==> config.mk <==
export PLATFORM = sky130hd
export DESIGN_NAME = ring_alarm_indicator_logic
export DESIGN_NICKNAME = d
export VERILOG_FILES = /design/src/ring_alarm_pkg.sv /design/src/tick_divider.sv /design/src/ring_alarm_indicator_logic.sv
export SDC_FILE = /design/constraint.sdc
export NUM_CORES = 1
export LEC_CHECK = 0
export BUFFER_PORTS_ARGS = -buffer_cell sky130_fd_sc_hd__buf_4
export CAP_MARGIN = 40
export CORE_ASPECT_RATIO = 1.2
export CORE_MARGIN = 4
export CORE_UTILIZATION = 55
export DETAILED_ROUTE_END_ITERATION = 10
export HOLD_SLACK_MARGIN = 0.06
export PLACE_DENSITY_LB_ADDON = 0.08
export SYNTH_ARGS = -nofsm -noshare
export SYNTH_HDL_FRONTEND = slang
export SYNTH_HIERARCHICAL = 1
export SYNTH_SLANG_ARGS = --single-unit
==> constraint.sdc <==
create_clock -name clock -period 2.35 [get_ports clock]
set_input_delay 0.47 -clock clock [delete_from_list [all_inputs] [get_ports clock]]
set_output_delay 0.47 -clock clock [all_outputs]
set_load 0.05 [all_outputs]
==> src/ring_alarm_pkg.sv <==
package ring_alarm_pkg;

  // Clock and time base
  localparam int CLOCK_HZ = 20_000_000;
  localparam int TICK_MS = 1;
  localparam int MS_TICK_CYCLES = CLOCK_HZ / 1000 * TICK_MS;
  localparam int MS_PER_S = 1000;
  localparam int SEC_TICK_MS = MS_PER_S / TICK_MS;
  localparam int NO_TOKEN_MS = 40;
  localparam int NO_TOKEN_TICKS = NO_TOKEN_MS / TICK_MS;
  localparam int STROKE_MS = 200;
  localparam int STROKE_TICKS = STROKE_MS / TICK_MS;
  localparam int SELFTEST_S = 4;
  localparam int NOFAC_S = 4;
  localparam int FAIL_S = 4;
  localparam int RECOVER_S = 12;

  // Register map, byte addresses
  localparam int ADDR_W = 5;
  localparam logic [ADDR_W-1:0] CTRL_OFS = 5'h00;
  localparam logic [ADDR_W-1:0] SILENCE_OFS = 5'h04;
  localparam logic [ADDR_W-1:0] STATUS_OFS = 5'h08;
  localparam logic [ADDR_W-1:0] EVENT_OFS = 5'h0c;
  localparam logic [ADDR_W-1:0] FACILITY_OFS = 5'h10;
  localparam logic [1:0] RESP_OKAY = 2'h0;
  localparam logic [1:0] RESP_SLVERR = 2'h2;

  // Control fields
  localparam int CTRL_W = 4;
  localparam int CTRL_CRIT = 0;
  localparam int CTRL_MAJOR = 1;
  localparam int CTRL_MINOR = 2;
  localparam int CTRL_INIT = 3;
  localparam logic [CTRL_W-1:0] CTRL_RESET = 4'h0;

  // Pin inputs, index into the synchronised vector
  localparam int PIN_W = 20;
  localparam int P_ACC_ERR = 0;
  localparam int P_DRV_FLT = 1;
  localparam int P_RING_FLT = 2;
  localparam int P_FUSE = 3;
  localparam int P_BOARD_OUT = 4;
  localparam int P_RECONFIG = 5;
  localparam int P_RING_DOWN = 6;
  localparam int P_PCN_AUTO = 7;
  localparam int P_LNODE_OUT = 8;
  localparam int P_LINK_OUT = 9;
  localparam int P_PWR_FAIL = 10;
  localparam int P_NODE_OUT = 11;
  localparam int P_TOKEN_A = 12;
  localparam int P_TOKEN_B = 13;
  localparam int P_RESET_BTN = 14;
  localparam int P_TEST_PASS = 15;
  localparam int P_FAC_CONN = 16;
  localparam int P_UNIT_FAIL = 17;
  localparam int P_NEAR_FAIL = 18;
  localparam int P_FAR_FAIL = 19;

  // Event bits, sticky and write-one-to-clear
  localparam int EV_W = 9;
  localparam int EV_CRIT = 0;
  localparam int EV_MAJOR = 1;
  localparam int EV_MINOR = 2;
  localparam int EV_PLANT = 3;
  localparam int EV_VISUAL = 4;
  localparam int EV_NO_TOKEN = 5;
  localparam int EV_UNIT = 6;
  localparam int EV_NEAR = 7;
  localparam int EV_FAR = 8;

  typedef enum logic [2:0] {
    FAC_TEST, FAC_NOFAC, FAC_TESTFAIL, FAC_NORMAL,
    FAC_PEND, FAC_ALARM, FAC_RECOVER
  } fac_state_t;

endpackage : ring_alarm_pkg

==> src/tick_divider.sv <==
`timescale 1ns/1ps
// Emits a one-cycle tick every COUNT enabled cycles
module tick_divider #(
  parameter int COUNT = 1000
) (
  // Clock and reset
  input wire logic clock,
  input wire logic reset_n,
  // Rate
  input wire logic enable,
  output logic tick
);
  localparam int CW = $clog2(COUNT + 1);
  localparam logic [CW-1:0] LAST = CW'(COUNT - 1);
  logic [CW-1:0] cnt_q;
  wire logic wrap = enable && (cnt_q == LAST);

  always_ff @(posedge clock) begin
    if (!reset_n) begin
      cnt_q <= '0;
      tick <= 1'b0;
    end else begin
      tick <= wrap;
      if (enable) begin
        cnt_q <= wrap ? '0 : cnt_q + 1'b1;
      end
    end
  end
endmodule : tick_divider

==> src/ring_alarm_indicator_logic.sv <==
// Chosen here: the AXI4-Lite slave port and the placing of the registers.
`timescale 1ns/1ps
// Functional notes
// - Critical alarm: two tone-bar strokes and critical display indicator.
// - Major alarm from hardware or software faults: one tone-bar stroke.
// - Minor alarm rings the bell and shows the lowest indicator.
// - Power plant major rings the bell with no display indicator.
// - Access, driver, init, auto removal, ring, fuse, board, reconfig sound.
// - Every alarm condition is reported to the host, any severity.
// - Silence stops sound only; visual indicators hold until normal.
// - Visual alarm on node, link removal, reconfig, ring down, power fail.
// - Quarantine lamp lit while out of service, even on the ring.
// - No-token lamp lit when neither ring access circuit sees a token.
// - Ring inactive after more than 40 ms without a token.
// - Power alarm lamp lit on blown fuse or unplugged power board.
// - LEDs: red near-end, yellow far-end, green normal, red+green test fail.
// - Reset press: LEDs off, self-test; pass and connected gives green at 4 s.
// - Pass with no facility: green at 4 s, then red only 4 s later.
// - Self-test failure lights red and green at 4 s.
// - Near or far failure lights red or yellow after 4 s, green off.
// - After the failure clears, green returns after 12 s, red/yellow off.
// - Unit failure masks all; near-end failure masks far-end.
// - Far-end failure reported again when masking near-end failure clears.
// - Far-end beginning under near-end is reported only after it clears.
module ring_alarm_indicator_logic #(
  parameter int MS_CYCLES = ring_alarm_pkg::MS_TICK_CYCLES
) (
  // Clock and reset
  input wire logic clock,
  input wire logic reset_n,
  // AXI4-Lite slave
  input wire logic [ring_alarm_pkg::ADDR_W-1:0] s_axi_awaddr,
  input wire logic s_axi_awvalid,
  output logic s_axi_awready,
  input wire logic [31:0] s_axi_wdata,
  input wire logic [3:0] s_axi_wstrb,
  input wire logic s_axi_wvalid,
  output logic s_axi_wready,
  output logic [1:0] s_axi_bresp,
  output logic s_axi_bvalid,
  input wire logic s_axi_bready,
  input wire logic [ring_alarm_pkg::ADDR_W-1:0] s_axi_araddr,
  input wire logic s_axi_arvalid,
  output logic s_axi_arready,
  output logic [31:0] s_axi_rdata,
  output logic [1:0] s_axi_rresp,
  output logic s_axi_rvalid,
  input wire logic s_axi_rready,
  // Ring and facility condition pins
  input wire logic [ring_alarm_pkg::PIN_W-1:0] condition_pins,
  // Office alarms and display
  output logic tone_bar,
  output logic bell,
  output logic [2:0] maintenance_display_indicator,
  output logic visual_alarm,
  // Lamps
  output logic quarantine_lamp,
  output logic no_token_lamp,
  output logic power_alarm_lamp,
  // Facility LEDs
  output logic led_red,
  output logic led_yellow,
  output logic led_green
);
  // Pins cross in through two flops; only the second stage is used
  logic [ring_alarm_pkg::PIN_W-1:0] pin_meta_q;
  logic [ring_alarm_pkg::PIN_W-1:0] pin_q;
  logic [ring_alarm_pkg::PIN_W-1:0] pin_prev_q;

  always_ff @(posedge clock) begin
    if (!reset_n) begin
      pin_meta_q <= '0;
      pin_q <= '0;
      pin_prev_q <= '0;
    end else begin
      pin_meta_q <= condition_pins;
      pin_q <= pin_meta_q;
      pin_prev_q <= pin_q;
    end
  end

  // Time base
  logic ms_tick;
  logic sec_tick;

  tick_divider #(.COUNT(MS_CYCLES)) u_ms_div (
    .clock(clock),
    .reset_n(reset_n),
    .enable(1'b1),
    .tick(ms_tick)
  );

  tick_divider #(.COUNT(ring_alarm_pkg::SEC_TICK_MS)) u_sec_div (
    .clock(clock),
    .reset_n(reset_n),
    .enable(ms_tick),
    .tick(sec_tick)
  );

  // Software controls
  logic [ring_alarm_pkg::CTRL_W-1:0] ctrl_q;
  logic silence_q;
  logic [ring_alarm_pkg::EV_W-1:0] event_q;

  // Severity classes
  wire logic crit_cond = ctrl_q[ring_alarm_pkg::CTRL_CRIT];
  wire logic major_cond = ctrl_q[ring_alarm_pkg::CTRL_MAJOR]
    | ctrl_q[ring_alarm_pkg::CTRL_INIT]
    | pin_q[ring_alarm_pkg::P_ACC_ERR]
    | pin_q[ring_alarm_pkg::P_DRV_FLT]
    | pin_q[ring_alarm_pkg::P_RING_FLT]
    | pin_q[ring_alarm_pkg::P_RECONFIG]
    | pin_q[ring_alarm_pkg::P_PCN_AUTO];
  wire logic minor_cond = ctrl_q[ring_alarm_pkg::CTRL_MINOR];
  wire logic power_lamp_cond = pin_q[ring_alarm_pkg::P_FUSE]
    | pin_q[ring_alarm_pkg::P_BOARD_OUT];
  wire logic plant_cond = power_lamp_cond;
  wire logic visual_cond = pin_q[ring_alarm_pkg::P_PCN_AUTO]
    | pin_q[ring_alarm_pkg::P_LNODE_OUT]
    | pin_q[ring_alarm_pkg::P_LINK_OUT]
    | pin_q[ring_alarm_pkg::P_RECONFIG]
    | pin_q[ring_alarm_pkg::P_RING_DOWN]
    | pin_q[ring_alarm_pkg::P_PWR_FAIL];
  wire logic audible_any = crit_cond | major_cond | minor_cond | plant_cond;

  // Token watch, one timer per ring access circuit
  localparam int TW = $clog2(ring_alarm_pkg::NO_TOKEN_TICKS + 2);
  localparam logic [TW-1:0] TOK_LIMIT = TW'(ring_alarm_pkg::NO_TOKEN_TICKS);
  logic [1:0] token_lost;

  for (genvar i = 0; i < 2; i++) begin : g_token
    logic [TW-1:0] since_q;
    wire logic seen = pin_q[ring_alarm_pkg::P_TOKEN_A + i]
      & ~pin_prev_q[ring_alarm_pkg::P_TOKEN_A + i];
    // Saturates just past the limit so "more than" holds
    always_ff @(posedge clock) begin
      if (!reset_n) begin
        since_q <= '0;
      end else if (seen) begin
        since_q <= '0;
      end else if (ms_tick && since_q <= TOK_LIMIT) begin
        since_q <= since_q + 1'b1;
      end
    end
    assign token_lost[i] = since_q > TOK_LIMIT;
  end

  wire logic no_token_cond = &token_lost;

  // Facility failure masking, most severe first
  wire logic unit_fail = pin_q[ring_alarm_pkg::P_UNIT_FAIL];
  wire logic near_eff = pin_q[ring_alarm_pkg::P_NEAR_FAIL]
    & ~unit_fail;
  wire logic far_eff = pin_q[ring_alarm_pkg::P_FAR_FAIL]
    & ~pin_q[ring_alarm_pkg::P_NEAR_FAIL] & ~unit_fail;

  // Conditions whose onset is reported to the host
  wire logic [ring_alarm_pkg::EV_W-1:0] report_vec = {
    far_eff, near_eff, unit_fail, no_token_cond, visual_cond,
    plant_cond, minor_cond, major_cond, crit_cond
  };
  logic [ring_alarm_pkg::EV_W-1:0] report_prev_q;
  // A far-end that persists shows a fresh rise once unmasked
  wire logic [ring_alarm_pkg::EV_W-1:0] report_rise =
    report_vec & ~report_prev_q;
  wire logic audible_rise = |report_rise[ring_alarm_pkg::EV_PLANT:0];

  // AXI4-Lite write side
  logic aw_have_q;
  logic w_have_q;
  logic [ring_alarm_pkg::ADDR_W-1:0] aw_addr_q;
  logic [31:0] w_data_q;
  logic [3:0] w_strb_q;

  assign s_axi_awready = !aw_have_q;
  assign s_axi_wready = !w_have_q;
  wire logic wr_go = aw_have_q && w_have_q && !s_axi_bvalid;
  wire logic wr_ctrl = wr_go && aw_addr_q == ring_alarm_pkg::CTRL_OFS;
  wire logic wr_sil = wr_go && aw_addr_q == ring_alarm_pkg::SILENCE_OFS;
  wire logic wr_ev = wr_go && aw_addr_q == ring_alarm_pkg::EVENT_OFS;
  wire logic wr_ok = wr_ctrl || wr_sil || wr_ev
    || aw_addr_q == ring_alarm_pkg::STATUS_OFS
    || aw_addr_q == ring_alarm_pkg::FACILITY_OFS;
  wire logic lane0 = w_strb_q[0];
  wire logic lane1 = w_strb_q[1];
  wire logic [ring_alarm_pkg::EV_W-1:0] ev_clear = {
    w_data_q[8] & lane1, w_data_q[7:0] & {8{lane0}}
  };

  always_ff @(posedge clock) begin
    if (!reset_n) begin
      aw_have_q <= 1'b0;
      w_have_q <= 1'b0;
      aw_addr_q <= '0;
      w_data_q <= '0;
      w_strb_q <= '0;
      s_axi_bvalid <= 1'b0;
      s_axi_bresp <= ring_alarm_pkg::RESP_OKAY;
    end else begin
      if (s_axi_awvalid && s_axi_awready) begin
        aw_have_q <= 1'b1;
        aw_addr_q <= s_axi_awaddr;
      end
      if (s_axi_wvalid && s_axi_wready) begin
        w_have_q <= 1'b1;
        w_data_q <= s_axi_wdata;
        w_strb_q <= s_axi_wstrb;
      end
      if (wr_go) begin
        aw_have_q <= 1'b0;
        w_have_q <= 1'b0;
        s_axi_bvalid <= 1'b1;
        s_axi_bresp <= wr_ok ? ring_alarm_pkg::RESP_OKAY
                             : ring_alarm_pkg::RESP_SLVERR;
      end else if (s_axi_bready) begin
        s_axi_bvalid <= 1'b0;
      end
    end
  end

  // Control, silence and event registers
  always_ff @(posedge clock) begin
    if (!reset_n) begin
      ctrl_q <= ring_alarm_pkg::CTRL_RESET;
      silence_q <= 1'b0;
      event_q <= '0;
      report_prev_q <= '0;
    end else begin
      report_prev_q <= report_vec;
      if (wr_ctrl && lane0) begin
        ctrl_q <= w_data_q[ring_alarm_pkg::CTRL_W-1:0];
      end
      // Silence only mutes; a new alarm or a quiet office re-arms it
      if (wr_sil && lane0 && w_data_q[0]) begin
        silence_q <= 1'b1;
      end else if (audible_rise || !audible_any) begin
        silence_q <= 1'b0;
      end
      // New onsets win over a clear in the same cycle
      event_q <= (event_q & ~(wr_ev ? ev_clear : '0))
        | report_rise;
    end
  end

  // Tone bar strokes
  localparam int SW = $clog2(2 * ring_alarm_pkg::STROKE_TICKS + 1);
  localparam logic [SW-1:0] STROKE_END =
    SW'(2 * ring_alarm_pkg::STROKE_TICKS - 1);
  localparam logic [SW-1:0] STROKE_ON = SW'(ring_alarm_pkg::STROKE_TICKS);
  logic [1:0] strokes_q;
  logic [SW-1:0] stroke_t_q;

  always_ff @(posedge clock) begin
    if (!reset_n) begin
      strokes_q <= 2'h0;
      stroke_t_q <= '0;
    end else if (silence_q) begin
      strokes_q <= 2'h0;
      stroke_t_q <= '0;
    end else if (report_rise[ring_alarm_pkg::EV_CRIT]) begin
      strokes_q <= 2'h2;
      stroke_t_q <= '0;
    end else if (report_rise[ring_alarm_pkg::EV_MAJOR]
        && strokes_q == 2'h0) begin
      strokes_q <= 2'h1;
      stroke_t_q <= '0;
    end else if (ms_tick && strokes_q != 2'h0) begin
      if (stroke_t_q == STROKE_END) begin
        stroke_t_q <= '0;
        strokes_q <= strokes_q - 2'h1;
      end else begin
        stroke_t_q <= stroke_t_q + 1'b1;
      end
    end
  end

  // Facility self-test and failure indication
  ring_alarm_pkg::fac_state_t fac_q;
  ring_alarm_pkg::fac_state_t fac_d;
  logic [3:0] sec_q;
  logic red_sel_q;
  wire logic press = pin_q[ring_alarm_pkg::P_RESET_BTN]
    & ~pin_prev_q[ring_alarm_pkg::P_RESET_BTN];
  wire logic fac_fail = near_eff | far_eff;

  function automatic logic elapsed(input logic [3:0] s, input int lim);
    elapsed = s >= 4'(lim);
  endfunction : elapsed

  always_comb begin
    fac_d = fac_q;
    case (fac_q)
      ring_alarm_pkg::FAC_TEST: begin
        if (elapsed(sec_q, ring_alarm_pkg::SELFTEST_S)) begin
          if (!pin_q[ring_alarm_pkg::P_TEST_PASS]) begin
            fac_d = ring_alarm_pkg::FAC_TESTFAIL;
          end else if (!pin_q[ring_alarm_pkg::P_FAC_CONN]) begin
            fac_d = ring_alarm_pkg::FAC_NOFAC;
          end else begin
            fac_d = ring_alarm_pkg::FAC_NORMAL;
          end
        end
      end
      ring_alarm_pkg::FAC_NOFAC: begin
        if (elapsed(sec_q, ring_alarm_pkg::NOFAC_S)) begin
          fac_d = ring_alarm_pkg::FAC_ALARM;
        end
      end
      ring_alarm_pkg::FAC_TESTFAIL: fac_d = ring_alarm_pkg::FAC_TESTFAIL;
      ring_alarm_pkg::FAC_NORMAL: begin
        if (fac_fail) begin
          fac_d = ring_alarm_pkg::FAC_PEND;
        end
      end
      ring_alarm_pkg::FAC_PEND: begin
        if (!fac_fail) begin
          fac_d = ring_alarm_pkg::FAC_NORMAL;
        end else if (elapsed(sec_q, ring_alarm_pkg::FAIL_S)) begin
          fac_d = ring_alarm_pkg::FAC_ALARM;
        end
      end
      ring_alarm_pkg::FAC_ALARM: begin
        if (!fac_fail && pin_q[ring_alarm_pkg::P_FAC_CONN]) begin
          fac_d = ring_alarm_pkg::FAC_RECOVER;
        end
      end
      ring_alarm_pkg::FAC_RECOVER: begin
        if (fac_fail) begin
          fac_d = ring_alarm_pkg::FAC_ALARM;
        end else if (elapsed(sec_q, ring_alarm_pkg::RECOVER_S)) begin
          fac_d = ring_alarm_pkg::FAC_NORMAL;
        end
      end
      default: fac_d = ring_alarm_pkg::FAC_TEST;
    endcase
    if (press) begin
      fac_d = ring_alarm_pkg::FAC_TEST;
    end
  end

  always_ff @(posedge clock) begin
    if (!reset_n) begin
      fac_q <= ring_alarm_pkg::FAC_TEST;
      sec_q <= 4'h0;
      red_sel_q <= 1'b1;
    end else begin
      fac_q <= fac_d;
      if (fac_d != fac_q || press) begin
        sec_q <= 4'h0;
      end else if (sec_tick && sec_q != 4'hf) begin
        sec_q <= sec_q + 4'h1;
      end
      // Which lamp an alarm shows; a missing facility reads as near-end
      if (fac_q == ring_alarm_pkg::FAC_NOFAC) begin
        red_sel_q <= 1'b1;
      end else if (fac_fail) begin
        red_sel_q <= near_eff;
      end
    end
  end

  // Registered outputs
  wire logic in_alarm = fac_q == ring_alarm_pkg::FAC_ALARM
    || fac_q == ring_alarm_pkg::FAC_RECOVER;
  wire logic show_green = fac_q == ring_alarm_pkg::FAC_NORMAL
    || fac_q == ring_alarm_pkg::FAC_PEND || fac_q == ring_alarm_pkg::FAC_NOFAC
    || fac_q == ring_alarm_pkg::FAC_TESTFAIL;

  always_ff @(posedge clock) begin
    if (!reset_n) begin
      tone_bar <= 1'b0;
      bell <= 1'b0;
      maintenance_display_indicator <= 3'h0;
      visual_alarm <= 1'b0;
      quarantine_lamp <= 1'b0;
      no_token_lamp <= 1'b0;
      power_alarm_lamp <= 1'b0;
      led_red <= 1'b0;
      led_yellow <= 1'b0;
      led_green <= 1'b0;
    end else begin
      tone_bar <= strokes_q != 2'h0 && stroke_t_q < STROKE_ON;
      bell <= (minor_cond | plant_cond) & ~silence_q;
      // Display bit 2 critical, 1 major, 0 minor; power plant has none
      maintenance_display_indicator <=
        {crit_cond, major_cond, minor_cond};
      visual_alarm <= visual_cond;
      quarantine_lamp <= pin_q[ring_alarm_pkg::P_NODE_OUT];
      no_token_lamp <= no_token_cond;
      power_alarm_lamp <= power_lamp_cond;
      led_red <= fac_q == ring_alarm_pkg::FAC_TESTFAIL
        || (in_alarm && red_sel_q);
      led_yellow <= in_alarm && !red_sel_q;
      led_green <= show_green;
    end
  end

  // AXI4-Lite read side
  wire logic [31:0] status_word = {
    19'h0, no_token_cond, silence_q, strokes_q != 2'h0, plant_cond,
    visual_cond, power_lamp_cond, pin_q[ring_alarm_pkg::P_NODE_OUT],
    token_lost, minor_cond, major_cond, crit_cond, bell
  };
  wire logic [31:0] fac_word = {
    22'h0, 3'(fac_q), sec_q, led_red, led_yellow, led_green
  };
  wire logic rd_hit = s_axi_araddr == ring_alarm_pkg::CTRL_OFS
    || s_axi_araddr == ring_alarm_pkg::SILENCE_OFS
    || s_axi_araddr == ring_alarm_pkg::STATUS_OFS
    || s_axi_araddr == ring_alarm_pkg::EVENT_OFS
    || s_axi_araddr == ring_alarm_pkg::FACILITY_OFS;
  logic [31:0] rd_word;

  always_comb begin
    case (s_axi_araddr)
      ring_alarm_pkg::CTRL_OFS: rd_word = 32'(ctrl_q);
      ring_alarm_pkg::SILENCE_OFS: rd_word = 32'(silence_q);
      ring_alarm_pkg::STATUS_OFS: rd_word = status_word;
      ring_alarm_pkg::EVENT_OFS: rd_word = 32'(event_q);
      ring_alarm_pkg::FACILITY_OFS: rd_word = fac_word;
      default: rd_word = 32'h0;
    endcase
  end

  assign s_axi_arready = !s_axi_rvalid;

  always_ff @(posedge clock) begin
    if (!reset_n) begin
      s_axi_rvalid <= 1'b0;
      s_axi_rdata <= 32'h0;
      s_axi_rresp <= ring_alarm_pkg::RESP_OKAY;
    end else if (s_axi_arvalid && s_axi_arready) begin
      s_axi_rvalid <= 1'b1;
      s_axi_rdata <= rd_word;
      s_axi_rresp <= rd_hit ? ring_alarm_pkg::RESP_OKAY
                            : ring_alarm_pkg::RESP_SLVERR;
    end else if (s_axi_rready) begin
      s_axi_rvalid <= 1'b0;
    end
  end
endmodule : ring_alarm_indicator_logic

==> out/qor.yml, run 1 <==
run_status:
  status: "finished clean"
synthesis:
  avgSynthCellArea_um2: 9.05
  ys_seq_elements: 165
  synth_cells: 750
  synthTopCellsByArea: "dfxtp_1 49%, nor2_1 5.1%, and2_1 4.5%, nand2_1 4.0%, a21oi_1 3.7%"
  async_reset_ff_frac: 0
  synth.distinct_cells: 75
  synth-edff-count: 0
  yosysSeqAreaShare: 0.486
  yosysMostFrequentCell: "dfxtp_1"
  synthesis.area_um2: 6790
  synth_top_flop_cell: "dfxtp_1"
  synth-warning-count: 6
  yosysTopAreaCell: "dfxtp_1"
  yosys-top-cells-count: "165 x dfxtp_1, 92 x nor2_1, 72 x nand2_1"
  synthDominantCellAreaShare: 0.486
sta:
  setup_tns_ns: 0
  finalClockSkew_ns: 0.0115
  drv_slew: 0
  hold_violations: 0
  rsz0062_at_grt: "false"
  finalSetupViolations: 0
  slew_headroom: 0.512
  post-route-min-period_ns: 2.06
  period_share: 0.877
  worstMarginPinSlew_ns: 0.730
  clock.fmax_ghz: 0.485
clocking:
  cts_hold_buf: 0
  cts_tree: "yes"
  cts_buffer_depth: 2
  clk_latency_ns: 0.43
  cts_setup_buffers: 0
  cts_max_level: 4
  cts.clk_slew.worst_paths_ns: 0.06
  cts-root-buf: "clkbuf_16"
  cts_buffers: 17
  cts_sinks: 165
  cts_resized: 0
floorplanning:
  fp-row-count: 44
  pin_count: 126
  die_w_um: 109
  start_util: 0.561
  core_area_um2: 12100
  die_h_um: 130
  dieArea_um2: 14200
worst_hold_path:
  hold_class: "input port to register"
  hp-start: "s_axi_rready"
grt:
  grt_max_degree: 49
  grt_pass1_vias: 4967
  grt_first_pass_wirelength_mm: 22.7
  overflow: 0
  antenna_found_initial: 0
  grt_usage: 0.203
routing:
  drc: 0
  vias: 5269
  drt_pass1_iterations: 5
  drt_iter0_drc: 205
  wl_per_cell_um: 13.7
  drtAntennaViolNets: 0
  viasPerCell: 5.24
  finalWirelength_mm: 13.8
cells_and_area:
  nets: 913
  diodes: 0
  drive_above_1_share: 0.164
  syn_to_final_growth_pct: 17.7
critical_path:
  cp.arrival_ns: 2.36
  cp-startpoint: "fac_q[0]$_SDFF_PN0_"
  crit_buf_inv: 0
  cp_slowest_cell: "dfxtp_1"
  start_kind: "register"
  crit_path_end_kind: "register"
  worstPathRequired_ns: 2.65
  path_class: "register to register"
  cp_cell_sequence: "o21ai_0, a311o_1, and3_1, a211oi_2, nor3_1"
  reg2reg_from: "fac_q[0]$_SDFF_PN0_"
  cpLargestDelayFamily: "compound AO/OA/AOI/OAI gates"
  critPathMaxFanout: 17
  cpPeakStageDelay_ns: 0.66
flow_run:
  maxCapViolations: 0
pwr:
  p_leak_nw: 3.26
  irDropWorstVdd_uv: 642
  finalPower_mw: 6.00
  pwr_density_cell_nw_per_um2: 750
place:
  hpwl_mm: 9.91
  port_buffers: 79
  gp_congestion: 0.843
sequential cells by signal (all words and copies together), names as in the netlist, 10 cells and up:
signal           count
u_sec_div/cnt_q     10
pin_q               20
s_axi_rdata         13
g_token.since_q     12
u_ms_div/cnt_q      15
pin_meta_q          20
area by class of cell:
class / count / area (um2)
fill: 1018 / 4120
sequential: 165 / 3300
multi-input combinational: 540 / 3190
timing repair buffer: 87 / 666
clock buffer: 19 / 433
tap: 161 / 201
clock inverter: 13 / 126
inverter: 20 / 75.1
logic make-up (layout without fill, tap and decap cells):
group / Yosys count / after routing / share of synthesized area
AOI/OAI and AO/OA: 121 / 121 / 0.115
xor gates and xnor gates: 38 / 38 / 0.0490
adders and majority gates: 9 / 9 / 0.0166
buffers and inverters: 72 / 139 / 0.0586
DFF: 165 / 165 / 0.486
muxes: 15 / 15 / 0.0245
other: 2 / 29 / 0.00111
and+or+nand+nor: 328 / 328 / 0.249
metrics by stage:
step | util | cells | area (um2) | hold WS [ns] | setup slack, ns
3_3_place_gp | 0.614 | 973 | 7440 | 0.414 | 0.366
2_1_floorplan | - | 777 | 6890 | 0.408 | 0.506
6_report | 0.660 | 1005 | 8000 | 0.231 | 0.290
4_1_cts | 0.660 | 1005 | 8000 | 0.218 | 0.302
5_1_grt | 0.660 | 1005 | 8000 | 0.212 | 0.111
3_5_place_dp | 0.614 | 973 | 7440 | 0.417 | 0.306
cells in the final DEF, fill, tap and decap left out, types with 3 or more instances in the layout:
| master | n |
|---|---|
| o211ai_1 | 4 |
| a21o_1 | 4 |
| nand3_1 | 20 |
| nand2b_1 | 14 |
| mux2_2 | 3 |
| inv_1 | 19 |
| inv_6 | 4 |
| a22oi_1 | 8 |
| or3_1 | 5 |
| nand4_1 | 10 |
| xnor2_1 | 19 |
| o21ai_1 | 5 |
| o21ai_0 | 13 |
| nor2_1 | 92 |
| mux2i_1 | 11 |
| nor4_1 | 8 |
| clkbuf_16 | 17 |
| and3_1 | 6 |
| ha_1 | 9 |
| and2_1 | 49 |
| nor2b_1 | 12 |
| clkinv_4 | 5 |
| nand3b_1 | 3 |
| nand2_1 | 72 |
| xor2_1 | 19 |
| o22ai_1 | 4 |
| conb_1 | 29 |
| nor3_1 | 17 |
| dfxtp_1 | 165 |
| a31oi_1 | 6 |
| a21oi_1 | 50 |
| buf_4 | 86 |
power breakdown:
group	switching (mW)	leakage [nW]	internal [mW]	total (mW)
combinational	0.300	1.64	0.158	0.458
sequential	0.0489	1.35	2.88	2.93
clock	1.14	0.273	1.47	2.61
total	1.49	3.26	4.51	6.00
path summary, 6_finish.rpt:
check | endpoint | slack [ns] | cells past startpoint
setup / recovery | sec_q[2]$_SDFFE_PP0P_ | 0.29 | 5
hold / removal | s_axi_rvalid$_SDFFE_PN0P_ | 0.23 | 2
setup reg to reg | sec_q[2]$_SDFFE_PP0P_ | 0.29 | 5
hold reg to reg | pin_q[13]$_SDFF_PN0_ | 0.43 | 1
worst register-to-register path, stage by stage, from the launching register on:
cell and delay [ns]:
dfxtp_1 0.66, o21ai_0 0.19, a311o_1 0.45, and3_1 0.22, a211oi_2 0.32, nor3_1 0.10
layer usage:
layer,track usage,share of wire,vias up
met5,0,0,-
met4,0.0829,0.017,0
met3,0.0510,0.053,19
met2,0.334,0.48,117
met1,0.253,0.45,2472
li1,-,-,2661
No activity file was read; power rests on OpenSTA's default activity.
==> run 2: changes to the inputs <==
Settings changed: CORE_UTILIZATION 55 to 50.
Clock period 2.35 ns to 1.74 ns, I/O delays scaled along.
==> run 2 against run 1 <==
The run now ends with negative setup slack left. Final cell count grew 4.2%. First-iteration DRC count up 14%. Non-clock buffer count is 34 higher. Design area up 5.4%. Via count grew 2.0%. Core utilization decreased by 2.3 points. Setup slack got worse by 0.33 ns. Worst hold slack worse by 0.12 ns. Critical endpoint is now u_ms_div/cnt_q[0]$_SDFFE_PN0P_. Largest cell class is now multi-input combinational cells.
==> out/qor.yml, run 2 (synthesis gave the netlist of run 1 again) <==
clocking:
  cts_tree: "yes"
  cts_buffer_depth: 2
  cts-root-buf: "clkbuf_16"
  cts_buffers: 17
  cts_max_level: 4
  cts_hold_buf: 0
  cts.clk_slew.worst_paths_ns: 0.06
  clk_latency_ns: 0.43
  cts_sinks: 165
worst_hold_path:
  hold_class: "input port to register"
pwr:
  swShare: 0.257
  irDropWorstVdd_uv: 873
  switchingPower_mw: 2.09
  p_int_mw: 6.02
  p_leak_nw: 3.48
  power_frac_seq: 0.488
  pwr_density_cell_nw_per_um2: 962
  pwr-share-clk: 0.431
  p_comb_frac: 0.081
floorplanning:
  start_util: 0.513
  fp-row-count: 46
  dieArea_um2: 15500
  pin_count: 126
  core_area_um2: 13200
  die_h_um: 136
  die_w_um: 114
place:
  port_buffers: 79
  post-place-ws_ns: -0.0583
  placed_cell_area_um2: 7740
  gp_congestion: 0.833
  hpwl_mm: 10.7
critical_path:
  cpPeakStageDelay_ns: 0.60
  cp.arrival_ns: 2.09
  start_kind: "register"
  critPathMaxFanout: 7
  crit_path_end_kind: "register"
  cp_slowest_cell: "or4_4"
  path_class: "register to register"
  worstPathRequired_ns: 2.05
  cp_cell_sequence: "or4b_1, or4_4, nand2_8, o22ai_1"
routing:
  finalWirelength_mm: 14.8
  drtAntennaViolNets: 0
  vias: 5373
  wl_per_cell_um: 14.1
  drt_pass1_iterations: 5
  drc: 0
  viasPerCell: 5.13
  drt_iter0_drc: 233
sta:
  period_share: 1.02
  clock.fmax_ghz: 0.563
  finalClockSkew_ns: 0.00810
  drv_slew: 0
  post-route-min-period_ns: 1.78
  hold_violations: 0
  slew_headroom: 0.520
  rsz0062_at_grt: "true"
  setup_ws_ns: -0.0374
  worstMarginPinSlew_ns: 0.719
  finalSetupViolations: 2
cells_and_area:
  final_cell_mix: "157 x dfxtp_1, 117 x buf_4, 86 x nor2_1"
  syn_to_final_growth_pct: 24.1
  largestRegisters: "pin_meta_q (20), pin_q (20), u_ms_div/cnt_q (15)"
  diodes: 0
  drive_above_1_share: 0.226
  final_common_cell: "dfxtp_1"
  num-fill-cells: 1152
  final_area_um2: 8430
  nets: 948
grt:
  overflow: 0
  antenna_found_initial: 0
  grt_first_pass_wirelength_mm: 23.9
  grt_max_degree: 54
  grt_usage: 0.192
  grt_pass1_vias: 5100
run_status:
  violations: "negative setup slack"
  status: "complete, but fails checks"
flow_run:
  maxCapViolations: 0
run 2: changes by cell type in the layout (fill, tap and decap cells not counted), moves of 2 or more:
cell      change
buf_12        +2
buf_4        +31
clkbuf_1      -2
dfxtp_1       -8
dfxtp_2       +6
dfxtp_4       +2
nor2_1        -6
nor2_4        +5
run 2: critical path: cells and delay by family (launching register included):
family / cells / cell delay, ns
DFF: 1 / 0.32
and+or+nand+nor: 3 / 1.27
AOI/OAI and AO/OA: 1 / 0.08
run 2: what timing repair did:
item | CTS | global route
pin swaps | 8 | 9
gates cloned | 0 | 1
endpoints found under the setup margin | 18 | 30
setup buffers | 0 | 0
resized for setup | 8 | 25
run 2: power groups by stage:
stage / combinational (mW) / clock, mW / sequential [mW]
final: 0.659 / 3.50 / 3.95
after detailed placement: 0.649 / 0 / 4.04
after global placement: 0.637 / 0 / 4.04
after floorplan: 0.422 / 0 / 4.07
after CTS: 0.654 / 3.58 / 3.96
after global routing: 0.717 / 3.74 / 3.97
run 2: layout make-up:
type / instances / area (um2) / share of cell area
tap: 168 / 210 / 0.0249
timing repair buffer: 121 / 950 / 0.113
inverter: 20 / 75.1 / 0.00891
multi-input combinational: 541 / 3320 / 0.394
clock buffer: 18 / 439 / 0.0521
clock inverter: 14 / 115 / 0.0137
sequential: 165 / 3320 / 0.394
run 2: final timing paths:
| check | start | slack [ns] | endpoint | cells past startpoint |
|---|---|---|---|---|
| setup / recovery | u_ms_div/cnt_q[8]$_SDFFE_PN0P_ | -0.04 | u_ms_div/cnt_q[0]$_SDFFE_PN0P_ | 4 |
| hold / removal | s_axi_rready | 0.11 | s_axi_rvalid$_SDFFE_PN0P_ | 2 |
| setup reg to reg | u_ms_div/cnt_q[8]$_SDFFE_PN0P_ | -0.04 | u_ms_div/cnt_q[0]$_SDFFE_PN0P_ | 4 |
| hold reg to reg | pin_meta_q[11]$_SDFF_PN0_ | 0.43 | pin_q[11]$_SDFF_PN0_ | 1 |
run 2: metal layers:
metal | track usage | share of wire | vias to the layer above
li1 | - | - | 2738
met2 | 0.321 | 0.50 | 109
met5 | 0 | 0 | -
met4 | 0.0733 | 0.015 | 0
met1 | 0.241 | 0.44 | 2510
met3 | 0.0433 | 0.049 | 16
run 2: stage by stage:
| step | instances | power (mW) | util | hold slack (ns) | TNS (ns) |
|---|---|---|---|---|---|
| 2_1_floorplan | 777 | 4.49 | - | 0.408 | 0 |
| 3_3_place_gp | 1014 | 4.68 | 0.584 | 0.414 | -0.0224 |
| 3_5_place_dp | 1014 | 4.69 | 0.584 | 0.418 | -0.247 |
| 4_1_cts | 1046 | 8.19 | 0.629 | 0.0926 | 0 |
| 5_1_grt | 1047 | 8.42 | 0.637 | 0.0971 | -0.979 |
| 6_report | 1047 | 8.11 | 0.637 | 0.110 | -0.0498 |
==> run 3: changes to the inputs <==
Settings changed: CTS_BUF_LIST set to sky130_fd_sc_hd__clkbuf_16.
==> run 3 against run 2 <==
The run still ends with negative setup slack left. Design area decreased by 0.12%. Register-to-register slack about the same. First-iteration DRC count increased by 2.6%. Via count decreased by 0.11%. Clock power decreased by 1%. Final cell count unchanged. Worst hold slack improved by 0.0020 ns. Total power decreased by 0.61%. Combinational power about the same. Sequential cell count unchanged. Critical endpoint unchanged.
==> out/qor.yml, run 3 (synthesis gave the netlist of run 1 again) <==
critical_path:
  path_class: "register to register"
  worstPathRequired_ns: 2.05
  cp.arrival_ns: 2.09
  start_kind: "register"
  critPathMaxFanout: 7
  crit_path_end_kind: "register"
  r2r_cells: 4
worst_hold_path:
  hold_depth: 2
  hold_class: "input port to register"
sta:
  clock.fmax_ghz: 0.563
  worstMarginPinSlew_ns: 0.721
  finalClockSkew_ns: 0.00821
  setup_ws_ns: -0.0374
  slew_headroom: 0.518
  finalSetupViolations: 2
  hold_violations: 0
  drv_slew: 0
  post-route-min-period_ns: 1.78
  period_share: 1.02
  rsz0062_at_grt: "true"
clocking:
  cts.clk_slew.worst_paths_ns: 0.06
  cts_buffer_depth: 2
  clk_latency_ns: 0.42
  cts_setup_buffers: 0
  cts_sinks: 165
  cts_max_level: 4
  cts_buffers: 17
  cts-root-buf: "clkbuf_16"
  cts_tree: "yes"
grt:
  grt_usage: 0.192
  antenna_found_initial: 0
  grt_max_degree: 54
  grt_first_pass_wirelength_mm: 23.9
  grt_pass1_vias: 5098
  overflow: 0
pwr:
  finalPower_mw: 8.06
  irDropWorstVdd_uv: 869
  p_int_mw: 5.98
  pwr_density_cell_nw_per_um2: 958
  p_leak_nw: 3.48
  p_comb_frac: 0.082
  power_frac_seq: 0.491
  pwr-share-clk: 0.428
  switchingPower_mw: 2.08
  swShare: 0.258
cells_and_area:
  drive_above_1_share: 0.225
  nets: 948
  diodes: 0
  stdcell_count: 1047
  final_cell_mix: "157 x dfxtp_1, 117 x buf_4, 86 x nor2_1"
  final_common_cell: "dfxtp_1"
  final_area_um2: 8420
  final_util: 0.636
  largestRegisters: "pin_meta_q (20), pin_q (20), u_ms_div/cnt_q (15)"
  syn_to_final_growth_pct: 24.0
routing:
  wl_per_cell_um: 14.1
  vias: 5367
  drt_iter0_drc: 239
  drtAntennaViolNets: 0
  finalWirelength_mm: 14.7
  drc: 0
  drt_pass1_iterations: 5
  viasPerCell: 5.13
floorplanning:
  fp-row-count: 46
  dieArea_um2: 15500
  die_w_um: 114
  start_util: 0.513
  die_h_um: 136
  pin_count: 126
  core_area_um2: 13200
place:
  gp_congestion: 0.833
  place_inst: 1014
  placed_cell_area_um2: 7740
  hpwl_mm: 10.7
  port_buffers: 79
run_status:
  status: "complete, but fails checks"
  violations: "negative setup slack"
flow_run:
  maxCapViolations: 0
[run 3: cell count changes in the layout (fill, tap and decap cells not counted), sizes merged]
| cell | delta |
|---|---|
| clkinv | +1 |
| clkbuf | -1 |
[run 3: power by group through the flow]
stage / Clock, mW / Combinational [mW] / Sequential (mW)
floorplan: 0 / 0.422 / 4.07
global placement: 0 / 0.637 / 4.04
detailed placement: 0 / 0.649 / 4.04
CTS: 3.53 / 0.654 / 3.96
global route: 3.70 / 0.716 / 3.97
finish: 3.45 / 0.658 / 3.95
[run 3: area by class of cell]
cell class | count | area (um2)
inverters | 20 | 75.1
clock buffers | 17 | 425
clock inverters | 15 | 119
flip-flops and latches | 165 | 3320
repair buffers | 121 | 950
multi-input cells | 541 | 3320
well taps | 168 | 210
fillers | 1154 | 4820
[run 3: per-stage QoR]
stage	hold slack [ns]	setup TNS (ns)	setup WS [ns]
after floorplan	0.408	0	0.00444
after global placement	0.414	-0.0224	-0.0149
after detailed placement	0.418	-0.247	-0.0583
after CTS	0.0926	0	0.00574
after global routing	0.0971	-0.979	-0.0953
final	0.112	-0.0499	-0.0374
[run 3: worst max-delay path, stage by stage (launching register included)]
cell     delay (ns)
dfxtp_2        0.32
or4b_1         0.52
or4_4          0.60
nand2_8        0.15
o22ai_1        0.08
[run 3: repair_timing]
item	in CTS	in global routing
resized for setup	8	25
setup endpoints to repair	18	30
gates cloned	0	1
hold buffers	0	0
pin swaps	8	9
[run 3: routing by layer]
layer  global-route usage  routed length, um  vias up
met5                    0                  0        -
met2                0.321               7370      110
met4               0.0733                209        0
met1                0.240               6410     2503
li1                     -                  -     2741
met3               0.0433                759       13
[run 3: final timing paths]
path                             startpoint  slack [ns]                        endpoint
max          u_ms_div/cnt_q[8]$_SDFFE_PN0P_       -0.04  u_ms_div/cnt_q[0]$_SDFFE_PN0P_
min                            s_axi_rready        0.11       s_axi_rvalid$_SDFFE_PN0P_
max reg2reg  u_ms_div/cnt_q[8]$_SDFFE_PN0P_       -0.04  u_ms_div/cnt_q[0]$_SDFFE_PN0P_
min reg2reg       pin_meta_q[11]$_SDFF_PN0_        0.43            pin_q[11]$_SDFF_PN0_
